## config.mk

```make
export PLATFORM = sky130hd
export DESIGN_NAME = scp_command_port
export DESIGN_NICKNAME = d
export VERILOG_FILES = /design/src/hw/scp_pkg.sv /design/src/hw/scp_command_port.sv /design/src/hw/scp_sync.sv
export SDC_FILE = /design/constraint.sdc
export NUM_CORES = 1
export LEC_CHECK = 0
export BUFFER_PORTS_ARGS = -buffer_cell sky130_fd_sc_hd__buf_2
export CAP_MARGIN = 20
export CELL_PAD_IN_SITES_DETAIL_PLACEMENT = 0
export CELL_PAD_IN_SITES_GLOBAL_PLACEMENT = 1
export CORE_MARGIN = 2
export CORE_UTILIZATION = 45
export CTS_CLUSTER_SIZE = 16
export DETAILED_ROUTE_END_ITERATION = 6
export GPL_TIMING_DRIVEN = 0
export MAX_ROUTING_LAYER = met4
export PLACE_DENSITY = 0.87
export SETUP_SLACK_MARGIN = 0.05
export SLEW_MARGIN = 15
export SYNTH_ARGS = -nofsm -noshare
export SYNTH_HDL_FRONTEND = slang
export SYNTH_SLANG_ARGS = --single-unit
```

## constraint.sdc

```tcl
create_clock -name i_clk -period 6.75 [get_ports i_clk]
set_clock_uncertainty 0.05 [all_clocks]
set_input_delay 2.025 -clock i_clk [delete_from_list [all_inputs] [get_ports i_clk]]
set_output_delay 2.025 -clock i_clk [all_outputs]
set_load 0.02 [all_outputs]
```

## src/hw/scp_pkg.sv

```systemverilog
// Constants, command codes, status layout and states of the charger command port
// How it works
// - Slave only, never starts bus traffic
// - Answers bus address 0x12 only
// - Detects START and STOP from clock and data
// - Commands use word read and word write
// - Command 0x11 reads fixed revision 0x01
// - Command 0x12 writes the control word
// - Command 0x13 reads the status word
// - Adapter present sets status bit 15
// - Power fail: source switch off, bit 13
// - Battery inserted sets status bit 14
// - No battery resets all command registers
// - No battery: float charge 18.32V, 128mA
// - Battery undervoltage limits current, keeps setpoint
// - Logic supply low: ignore bus, restart reset
// - Overheat hold bit returns to one
// - No battery or restore bit clears latches
// - New current or voltage clears alarm flag
package scp_pkg;

  // ****************************************
  // Bus address and command codes
  // ****************************************
  localparam logic [6:0] DEV_ADDR = 7'h12;
  localparam logic [7:0] CMD_SPEC = 8'h11;
  localparam logic [7:0] CMD_CTRL = 8'h12;
  localparam logic [7:0] CMD_STAT = 8'h13;
  localparam logic [7:0] CMD_CUR = 8'h14;
  localparam logic [7:0] CMD_VOLT = 8'h15;
  localparam logic [7:0] CMD_ALARM = 8'h16;

  // ****************************************
  // Register values and fields
  // ****************************************
  localparam logic [15:0] SPEC_REV = 16'h0001;
  localparam logic [15:0] CTRL_RST = 16'h0002;
  localparam int CTRL_HOLD = 1;
  localparam int CTRL_POR = 3;
  localparam int STAT_ADAPTER = 15;
  localparam int STAT_BATTERY_SENSE_PIN = 14;
  localparam int STAT_PF = 13;
  localparam int STAT_ALARM = 12;
  localparam int STAT_OVERTEMP = 11;
  localparam int STAT_UR = 10;
  localparam int STAT_UV = 9;
  localparam logic [15:0] FLOAT_MV = 16'h4790;
  localparam logic [15:0] LIMIT_MA = 16'h0080;
  localparam logic [3:0] BYTE_BITS = 4'h8;
  localparam logic [3:0] LAST_TX_BIT = 4'h7;

  // ****************************************
  // Synchronised input vector layout
  // ****************************************
  localparam int SYNC_W = 10;
  localparam int IX_SCL = 0;
  localparam int IX_SDA = 1;
  localparam int IX_ADP = 2;
  localparam int IX_PF = 3;
  localparam int IX_BATTERY_SENSE_PIN = 4;
  localparam int IX_LOW = 5;
  localparam int IX_RES = 6;
  localparam int IX_VDD = 7;
  localparam int IX_HOT = 8;
  localparam int IX_UR = 9;

  typedef enum logic [5:0] {
    ST_IDLE = 6'h01,
    ST_RX = 6'h02,
    ST_ACK = 6'h04,
    ST_TX = 6'h08,
    ST_MACK = 6'h10,
    ST_IGNORE = 6'h20
  } scp_state_t;

endpackage

```

## src/hw/scp_command_port.sv

```systemverilog
// Bus slave, command registers and supply/battery state logic of the charger
`timescale 1ns/1ps
`default_nettype none
module scp_command_port (
  input wire logic i_clk,
  input wire logic i_sys_rst,
  input wire logic i_ce,
  input wire logic i_scl,
  input wire logic i_sda,
  input wire logic i_adapter_detected,
  input wire logic i_power_fail_cmp,
  input wire logic i_battery_inserted_cmp,
  input wire logic i_battery_sense_pin_below_low,
  input wire logic i_battery_sense_pin_above_resume,
  input wire logic i_logic_supply_low,
  input wire logic i_overtemp_latched_flag,
  input wire logic i_thermistor_underrange,
  output logic o_sda_o,
  output logic o_sda_oe,
  output logic o_source_switch_driver,
  output logic o_charge_enable,
  output logic o_float_charge,
  output logic o_current_limited,
  output logic [15:0] o_current_setpoint,
  output logic [15:0] o_voltage_setpoint,
  output logic [15:0] o_control_word
);

  // ****************************************
  // State
  // ****************************************
  typedef struct packed {
    scp_pkg::scp_state_t st;
    logic [3:0] bitcnt;
    logic [7:0] shreg;
    logic [7:0] byte_buf;
    logic [1:0] bytenum;
    logic rw;
    logic acked;
    logic [7:0] cmd;
    logic sda_oe;
    logic scl_d;
    logic sda_d;
    logic [15:0] ctrl;
    logic [15:0] cur;
    logic [15:0] volt;
    logic overtemp;
    logic alarm;
    logic uv;
    logic src_on;
    logic chg_en;
    logic float_out;
    logic lim_out;
    logic [15:0] cur_out;
    logic [15:0] volt_out;
  } scp_regs_t;

  localparam scp_regs_t POR = '{
    st: scp_pkg::ST_IDLE,
    bitcnt: 4'h0,
    shreg: 8'h00,
    byte_buf: 8'h00,
    bytenum: 2'h0,
    rw: 1'b0,
    acked: 1'b0,
    cmd: 8'h00,
    sda_oe: 1'b0,
    scl_d: 1'b0,
    sda_d: 1'b0,
    ctrl: scp_pkg::CTRL_RST,
    cur: 16'h0000,
    volt: 16'h0000,
    overtemp: 1'b0,
    alarm: 1'b0,
    uv: 1'b0,
    src_on: 1'b0,
    chg_en: 1'b0,
    float_out: 1'b0,
    lim_out: 1'b0,
    cur_out: 16'h0000,
    volt_out: 16'h0000
  };

  scp_regs_t r_reg;
  scp_regs_t r_next;
  logic [scp_pkg::SYNC_W-1:0] s;
  logic start_det;
  logic stop_det;
  logic scl_rise;
  logic scl_fall;
  logic [15:0] status_word;
  logic [15:0] rd_word;
  logic [15:0] wr_word;
  logic [7:0] tx_shift;

  // Pins and analog comparator levels all come from outside this clock
  scp_sync #(
    .WIDTH(scp_pkg::SYNC_W)
  ) u_sync (
    .i_clk(i_clk),
    .i_sys_rst(i_sys_rst),
    .i_ce(i_ce),
    .i_async({i_thermistor_underrange, i_overtemp_latched_flag, i_logic_supply_low, i_battery_sense_pin_above_resume,
              i_battery_sense_pin_below_low, i_battery_inserted_cmp, i_power_fail_cmp, i_adapter_detected, i_sda, i_scl}),
    .o_sync(s)
  );

  // ****************************************
  // Bus conditions
  // ****************************************
  assign start_det = s[scp_pkg::IX_SCL] & r_reg.scl_d & r_reg.sda_d & ~s[scp_pkg::IX_SDA];
  assign stop_det = s[scp_pkg::IX_SCL] & r_reg.scl_d & ~r_reg.sda_d & s[scp_pkg::IX_SDA];
  assign scl_rise = s[scp_pkg::IX_SCL] & ~r_reg.scl_d;
  assign scl_fall = ~s[scp_pkg::IX_SCL] & r_reg.scl_d;
  assign wr_word = {r_reg.shreg, r_reg.byte_buf};
  assign tx_shift = {r_reg.shreg[6:0], 1'b0};

  always_comb begin
    status_word = 16'h0000;
    status_word[scp_pkg::STAT_ADAPTER] = s[scp_pkg::IX_ADP];
    status_word[scp_pkg::STAT_BATTERY_SENSE_PIN] = s[scp_pkg::IX_BATTERY_SENSE_PIN];
    status_word[scp_pkg::STAT_PF] = s[scp_pkg::IX_PF];
    status_word[scp_pkg::STAT_ALARM] = r_reg.alarm;
    status_word[scp_pkg::STAT_OVERTEMP] = r_reg.overtemp;
    status_word[scp_pkg::STAT_UR] = s[scp_pkg::IX_UR];
    status_word[scp_pkg::STAT_UV] = r_reg.uv;
  end

  // Unknown read commands return zero rather than stalling the bus
  always_comb begin
    case (r_reg.cmd)
      scp_pkg::CMD_SPEC: rd_word = scp_pkg::SPEC_REV;
      scp_pkg::CMD_STAT: rd_word = status_word;
      default: rd_word = 16'h0000;
    endcase
  end

  // ****************************************
  // Next state
  // ****************************************
  always_comb begin
    r_next = r_reg;
    if (i_ce) begin
      r_next.scl_d = s[scp_pkg::IX_SCL];
      r_next.sda_d = s[scp_pkg::IX_SDA];
      case (r_reg.st)
        scp_pkg::ST_IDLE: begin
          r_next.sda_oe = 1'b0;
        end
        scp_pkg::ST_RX: begin
          if (scl_rise) begin
            r_next.shreg = {r_reg.shreg[6:0], s[scp_pkg::IX_SDA]};
            r_next.bitcnt = r_reg.bitcnt + 4'h1;
          end else if (scl_fall && r_reg.bitcnt == scp_pkg::BYTE_BITS) begin
            r_next.st = scp_pkg::ST_ACK;
            r_next.sda_oe = 1'b1;
            case (r_reg.bytenum)
              2'h0: begin
                r_next.rw = r_reg.shreg[0];
                if (r_reg.shreg[7:1] != scp_pkg::DEV_ADDR) begin
                  r_next.st = scp_pkg::ST_IGNORE;
                  r_next.sda_oe = 1'b0;
                end
              end
              2'h1: r_next.cmd = r_reg.shreg;
              2'h2: r_next.byte_buf = r_reg.shreg;
              default: begin
                case (r_reg.cmd)
                  scp_pkg::CMD_CTRL: begin
                    r_next.ctrl = wr_word;
                    if (wr_word[scp_pkg::CTRL_POR]) begin
                      r_next.overtemp = 1'b0;
                      r_next.alarm = 1'b0;
                    end
                  end
                  scp_pkg::CMD_CUR: begin
                    r_next.cur = wr_word;
                    r_next.alarm = 1'b0;
                  end
                  scp_pkg::CMD_VOLT: begin
                    r_next.volt = wr_word;
                    r_next.alarm = 1'b0;
                  end
                  scp_pkg::CMD_ALARM: r_next.alarm = 1'b1;
                  default: r_next.alarm = r_reg.alarm;
                endcase
              end
            endcase
          end
        end
        scp_pkg::ST_ACK: begin
          if (scl_fall) begin
            r_next.bitcnt = 4'h0;
            r_next.sda_oe = 1'b0;
            if (r_reg.rw) begin
              // Low byte leaves first, high byte is parked for the second data byte
              r_next.shreg = rd_word[7:0];
              r_next.byte_buf = rd_word[15:8];
              r_next.sda_oe = ~rd_word[7];
              r_next.bytenum = 2'h0;
              r_next.st = scp_pkg::ST_TX;
            end else if (r_reg.bytenum == 2'h3) begin
              r_next.st = scp_pkg::ST_IGNORE;
            end else begin
              r_next.bytenum = r_reg.bytenum + 2'h1;
              r_next.st = scp_pkg::ST_RX;
            end
          end
        end
        scp_pkg::ST_TX: begin
          if (scl_fall) begin
            if (r_reg.bitcnt == scp_pkg::LAST_TX_BIT) begin
              r_next.sda_oe = 1'b0;
              r_next.acked = 1'b0;
              r_next.st = scp_pkg::ST_MACK;
            end else begin
              r_next.shreg = tx_shift;
              r_next.sda_oe = ~tx_shift[7];
              r_next.bitcnt = r_reg.bitcnt + 4'h1;
            end
          end
        end
        scp_pkg::ST_MACK: begin
          if (scl_rise) begin
            r_next.acked = ~s[scp_pkg::IX_SDA];
          end else if (scl_fall) begin
            if (r_reg.acked && r_reg.bytenum == 2'h0) begin
              r_next.shreg = r_reg.byte_buf;
              r_next.sda_oe = ~r_reg.byte_buf[7];
              r_next.bitcnt = 4'h0;
              r_next.bytenum = 2'h1;
              r_next.st = scp_pkg::ST_TX;
            end else begin
              r_next.st = scp_pkg::ST_IGNORE;
            end
          end
        end
        scp_pkg::ST_IGNORE: begin
          r_next.sda_oe = 1'b0;
        end
        default: begin
          r_next.st = scp_pkg::ST_IDLE;
          r_next.sda_oe = 1'b0;
        end
      endcase
      if (start_det) begin
        r_next.st = scp_pkg::ST_RX;
        r_next.bitcnt = 4'h0;
        r_next.bytenum = 2'h0;
        r_next.sda_oe = 1'b0;
      end else if (stop_det) begin
        r_next.st = scp_pkg::ST_IDLE;
        r_next.sda_oe = 1'b0;
      end

      // Battery and supply conditions override anything the bus just wrote
      if (!s[scp_pkg::IX_BATTERY_SENSE_PIN]) begin
        r_next.ctrl = scp_pkg::CTRL_RST;
        r_next.cur = 16'h0000;
        r_next.volt = 16'h0000;
        r_next.overtemp = 1'b0;
        r_next.alarm = 1'b0;
      end else if (s[scp_pkg::IX_HOT]) begin
        r_next.overtemp = 1'b1;
      end
      // Hysteresis between the two battery comparators
      if (s[scp_pkg::IX_LOW]) begin
        r_next.uv = 1'b1;
      end else if (s[scp_pkg::IX_RES]) begin
        r_next.uv = 1'b0;
      end

      r_next.src_on = ~s[scp_pkg::IX_PF];
      r_next.float_out = ~s[scp_pkg::IX_BATTERY_SENSE_PIN];
      r_next.lim_out = ~s[scp_pkg::IX_BATTERY_SENSE_PIN] | r_reg.uv;
      r_next.chg_en = s[scp_pkg::IX_ADP] & ~s[scp_pkg::IX_PF]
                      & (~s[scp_pkg::IX_BATTERY_SENSE_PIN]
                         | ~(r_reg.ctrl[scp_pkg::CTRL_HOLD] & r_reg.overtemp & ~s[scp_pkg::IX_UR]));
      r_next.cur_out = r_next.lim_out ? scp_pkg::LIMIT_MA : r_reg.cur;
      r_next.volt_out = s[scp_pkg::IX_BATTERY_SENSE_PIN] ? r_reg.volt : scp_pkg::FLOAT_MV;

      if (s[scp_pkg::IX_VDD]) begin
        r_next = POR;
      end
    end
  end

  always_ff @(posedge i_clk or posedge i_sys_rst) begin
    if (i_sys_rst) begin
      r_reg <= POR;
    end else begin
      r_reg <= r_next;
    end
  end

  // Open drain: only ever pulls low, and only as an answering slave
  assign o_sda_o = 1'b0;
  assign o_sda_oe = r_reg.sda_oe;
  assign o_source_switch_driver = r_reg.src_on;
  assign o_charge_enable = r_reg.chg_en;
  assign o_float_charge = r_reg.float_out;
  assign o_current_limited = r_reg.lim_out;
  assign o_current_setpoint = r_reg.cur_out;
  assign o_voltage_setpoint = r_reg.volt_out;
  assign o_control_word = r_reg.ctrl;
endmodule
`default_nettype wire

```

## src/hw/scp_sync.sv

```systemverilog
// Two-stage synchroniser for pins and comparator levels
`timescale 1ns/1ps
`default_nettype none
module scp_sync #(
  parameter int WIDTH = 1
) (
  input wire logic i_clk,
  input wire logic i_sys_rst,
  input wire logic i_ce,
  input wire logic [WIDTH-1:0] i_async,
  output logic [WIDTH-1:0] o_sync
);
  typedef struct packed {
    logic [WIDTH-1:0] meta;
    logic [WIDTH-1:0] stable;
  } scp_sync_t;

  scp_sync_t r_reg;
  scp_sync_t r_next;

  always_comb begin
    r_next = r_reg;
    if (i_ce) begin
      r_next.meta = i_async;
      r_next.stable = r_reg.meta;
    end
  end

  always_ff @(posedge i_clk or posedge i_sys_rst) begin
    if (i_sys_rst) begin
      r_reg <= '0;
    end else begin
      r_reg <= r_next;
    end
  end

  assign o_sync = r_reg.stable;
endmodule
`default_nettype wire

```

# --- Word level (Yosys, flattened, before mapping) ---
# Cells that the tools add are included.
# Widths: inputs -> output; s select.
word_totals:
  output_inout_bits: 54
  elab_cells: 222
  regBits: 148
  in_bits: 13
classes:
  reduce_logical: 31
  n_bitwise: 24
  n_addsub: 2
  n_eq_ne: 64
  muxes: 76
op_table:
  columns: ["op", "n"]
  rows:
  - ["$mux 50", 4]
  - ["$mux 128", 1]
  - ["$mux 16", 6]
  - ["$mux 6", 10]
  - ["$ne 3x2->1 const B", 19]
  - ["$mux 18", 3]
  - ["$ne 5x4->1 const B", 10]
  - ["$eq 8x5->1 const B", 6]
  - ["$mux 48", 1]
  - ["$pmux 12 s4", 1]
  - ["$mux 8", 5]
  - ["$mux 12", 3]
  - ["$ne 4x3->1 const B", 8]
  - ["$pmux 16 s2", 1]
  - ["$pmux 6 s5", 1]
  - ["$mux 28", 1]
  - ["$reduce_and 7->1", 4]
  - ["$mux 1", 24]
  - ["$ne 4x2->1 const B", 6]
  - ["$mux 9", 2]
  - ["$reduce_and 6->1", 3]
  - ["$reduce_and 9->1", 2]
  - ["$pmux 8 s2", 1]
  - ["$reduce_and 5->1", 3]
  - ["other kinds (37)", 72]

# --- Logic depth before layout (Yosys ltp) ---
logic_depth:
  depth_word: 10
  mapped_depth: 9
  depth_no_buf: 7

# --- Hierarchy ---
# Synthesis repeated with hierarchy kept, for this count alone.
unflattened:
  hier_cells: 681
  area_unflattened_um2: 7454.6
by_module_without_submodules:
  columns: ["mod", "seq_area_each_um2", "cells_per_inst", "instances", "area_each_um2"]
  rows:
  - ["scp_command_port", 3205.6, 628, 1, 6552.5]
  - ["scp_sync", 500.5, 53, 1, 902.1]

# --- Least setup slack after synthesis ---
# OpenSTA, ideal clock, no wires.
synth_timing:
  kind: "input to register"
  start: "input i_ce"
  end: "register r_reg (netlist bit o_current_setpoint[15])"
  t_required_ps: 6634
  setup_ps: 66
  arrival_ps: 3218
  stages: 5
  setup_slack_ps: 3415
  path_cell_list: "buf_2 inv_1 nor3_1 clkbuf_1 a22o_1"
synth_rtl:
  columns: ["item", "line", "source"]
  rows:
  - ["start: declaration", "scp_command_port.sv:7", "input wire logic i_ce,"]
  - ["end signal: assignment", "scp_command_port.sv:292", "r_reg <= r_next;"]
  - ["end: declaration", "scp_command_port.sv:84", "scp_regs_t r_reg;"]

==> impl_metrics.env <==
export IMPL_wl_met1_um=8140
export IMPL_min_delay_start="o_voltage_setpoint[11]$_DFFE_PP0P_"
export IMPL_fill_cells=1413
export IMPL_crit_chain="buf_2 -> buf_2 -> inv_1 -> nor3_1 -> clkbuf_1 -> a22o_1"
export IMPL_htreeDepth=4
export IMPL_leakage_nw=4.09
export IMPL_synthMuxAreaShare=0.119
export IMPL_final_util=0.525
export IMPL_grt_pass1_wl_um=30400
export IMPL_worstSkewPairLatency_ns=0.43
export IMPL_io_pins=67
export IMPL_wl_met2_um=8740
export IMPL_tns_ns=0
export IMPL_first_iter_violations=325
export IMPL_path_max_fanout=10
export IMPL_synth_xor_area_frac=0.00352
export IMPL_dr_max_layer_used="met4"
export IMPL_antenna_found_initial=0
export IMPL_syn_num_nets=671
export IMPL_routabilityCongestion=0.983
export IMPL_relSlewSlack=0.397
export IMPL_worst_path_buf_inv=4
export IMPL_clkSinkCount=148
export IMPL_synthSimpleGateAreaFrac=0.118
export IMPL_synth_fa_ha_area_frac=0.0117
export IMPL_status="complete, no violations"
export IMPL_die_w_um=133
export IMPL_core_um2=16400
export IMPL_drive_above_1_share=0.311
export IMPL_r2r_cells=7
export IMPL_synth_edf_count=0
export IMPL_reg2reg_slack_ns=4.19
export IMPL_vias=5548
export IMPL_post_route_period_util=0.556
export IMPL_ys_flop_type="dfrtp_1"
export IMPL_place_area_um2=8090
export IMPL_grt_max_degree=89
export IMPL_design_area_um2=8620
export IMPL_routedWlPerCell_um=19.0
export IMPL_syn_avg_cell_area_um2=11.5
export IMPL_antenna_left=0
export IMPL_grt_pass1_vias=5619
export IMPL_cp_start_kind="input pin"
export IMPL_rr_startpoint="r_reg[123]$_DFFE_PP0P_"
export IMPL_netlist_instances=651
export IMPL_cts_root_buf="clkbuf_16"
export IMPL_peakVddDrop_mv=0.203
export IMPL_cts_buffer_depth=2
export IMPL_post_dp_hpwl_um=13300
export IMPL_min_to="o_voltage_setpoint[11]$_DFFE_PP0P_"
export IMPL_rows=47
export IMPL_ys_warn_count=0
export IMPL_synthArstFlopShare=1.00
export IMPL_synth_distinct_cells=73
export IMPL_via_per_inst=5.73
export IMPL_fmax_ghz=0.267
export IMPL_synth_top_area_frac=0.490
export IMPL_largest_reg_flops=75
export IMPL_whs_ns=0.436
export IMPL_gr_usage_all_layers=0.227
export IMPL_endpoint_kind="flip-flop"
export IMPL_slew_viol_final=0
export IMPL_start_util=0.455
export IMPL_synth_top_cells_by_count="dfrtp_1 (146), buf_4 (52), mux2_2 (46)"
export IMPL_critPathTopFamily="buffers and inverters"
export IMPL_cts_made_buffers=17
export IMPL_synth_compound_area_share=0.163
export IMPL_drc=0
export IMPL_dieArea_um2=17600
export IMPL_worst_pin_slew_ns=0.897
export IMPL_min_period_ns=3.75
export IMPL_ys_seq_area_frac=0.497
export IMPL_fin_nets=756
export IMPL_portBuffers=65
export IMPL_clkTransAtPathRegs_ns=0.06
export IMPL_critPathRequiredTime_ns=7.06
export IMPL_overflow=0
export IMPL_holdPathStages=1
export IMPL_hold_class="reg2reg"
export IMPL_ys_ff_latch=148
export IMPL_finalSetupViolations=0
export IMPL_cp_data_arrival_time_ns=4.07
export IMPL_cts_setup_buffers=0
export IMPL_cts_resized=0
export IMPL_wl_met3_um=1150
export IMPL_diodes=0
export IMPL_drtPass1Iterations=5
export IMPL_slowest_delay_ns=0.75
export IMPL_area_growth_pct=15.6
export IMPL_rsz0062_at_grt="false"
export IMPL_synth_largest_area_cell="dfrtp_1"
export IMPL_final_hold_viol_count=0
export IMPL_ys_top_cells_by_area="dfrtp_1 (49%), mux2_2 (6.9%), buf_4 (5.2%)"
export IMPL_synth_cell_area_um2=7460
export IMPL_cts_hold_buf=0
export IMPL_finalPower_w=0.00248
export IMPL_worstReg2RegEnd="r_reg[102]$_DFFE_PP0P_"
export IMPL_wl_um=18400
export IMPL_path_class="in2reg"
export IMPL_cp_common_cell="buf_2"
export IMPL_powerDensity_nw_per_um2=287
export IMPL_synth_top_family_by_area="compound AO/OA/AOI/OAI gates"
export IMPL_cts_tree="done"
export IMPL_cp_slowest_cell="nor3_1"
export IMPL_cap_viol_max_count=0
export IMPL_fp_dieH_um=133
export IMPL_yosysMostFrequentCell="dfrtp_1"
[routing by layer]
| metal | global-route usage | up-vias |
|---|---|---|
| met2 | 0.352 | 202 |
| met5 | - | - |
| met4 | 0.0741 | 0 |
| met3 | 0.0498 | 32 |
| met1 | 0.300 | 2811 |
| li1 | - | 2503 |
[cell usage in the layout, fill, tap and decap left out, types with 18 or more instances in the layout]
| cell type | instances |
|---|---|
| o2bb2ai_1 | 20 |
| buf_4 | 52 |
| dfrtp_1 | 146 |
| nand2_1 | 37 |
| mux2_1 | 29 |
| clkbuf_1 | 28 |
| mux2_2 | 46 |
| buf_2 | 68 |
| and2_1 | 18 |
| a22o_1 | 18 |
| inv_1 | 22 |
[per-stage QoR]
step | setup slack, ns | cells
6_report | 3.00 | 968
5_1_grt | 2.83 | 968
4_1_cts | 2.98 | 968
3_5_place_dp | 2.53 | 937
3_3_place_gp | -0.762 | 936
2_1_floorplan | 0.699 | 651
[worst reg2reg max path, cell delays in order, from the launching register on]
cell	delay, ns
dfrtp_1	0.45
nor4_2	0.67
nand2_1	0.25
o31ai_2	0.37
buf_4	0.24
or2_2	0.12
buf_2	0.19
o31ai_1	0.09
[worst max path at each step]
stage | slack, ns | to | from | depth (start not counted)
after detailed placement | 2.53 | o_current_setpoint[4]$_DFFE_PP0P_ | i_ce | 6
after floorplan | 0.70 | o_charge_enable$_DFFE_PP0P_ | i_sys_rst | 1
final | 3.00 | o_current_setpoint[4]$_DFFE_PP0P_ | i_ce | 6
after global routing | 2.83 | o_current_setpoint[1]$_DFFE_PP0P_ | i_ce | 6
after CTS | 2.98 | o_current_setpoint[4]$_DFFE_PP0P_ | i_ce | 6
after global placement | -0.76 | o_current_setpoint[6]$_DFFE_PP0P_ | i_sys_rst | 2
[power by group]
group | leakage, nW | internal (W) | switching (W)
Combinational | 1.86 | 0.000226 | 0.000293
Clock | 0.252 | 0.000476 | 0.000374
Sequential | 1.98 | 0.00100 | 0.000108
Total | 4.09 | 0.00170 | 0.000776
[final cells by class]
class | count | area (um^2) | share of cell area
sequential | 148 | 3710 | 0.430
multi-input combinational | 391 | 3100 | 0.360
buffer | 89 | 567 | 0.0658
clock buffer | 19 | 443 | 0.0514
timing repair buffer | 66 | 353 | 0.0409
tap | 220 | 275 | 0.0319
inverter | 23 | 93.8 | 0.0109
clock inverter | 12 | 81.3 | 0.00944
[logic make-up after synthesis]
family / after synthesis
simple gates: 154
buf+inv: 112
compound gates: 147
other cells: 1
flops: 148
mux: 79
fa+ha+maj: 7
xor+xnor: 3
Note: power is estimated with default switching activity, not from simulation.
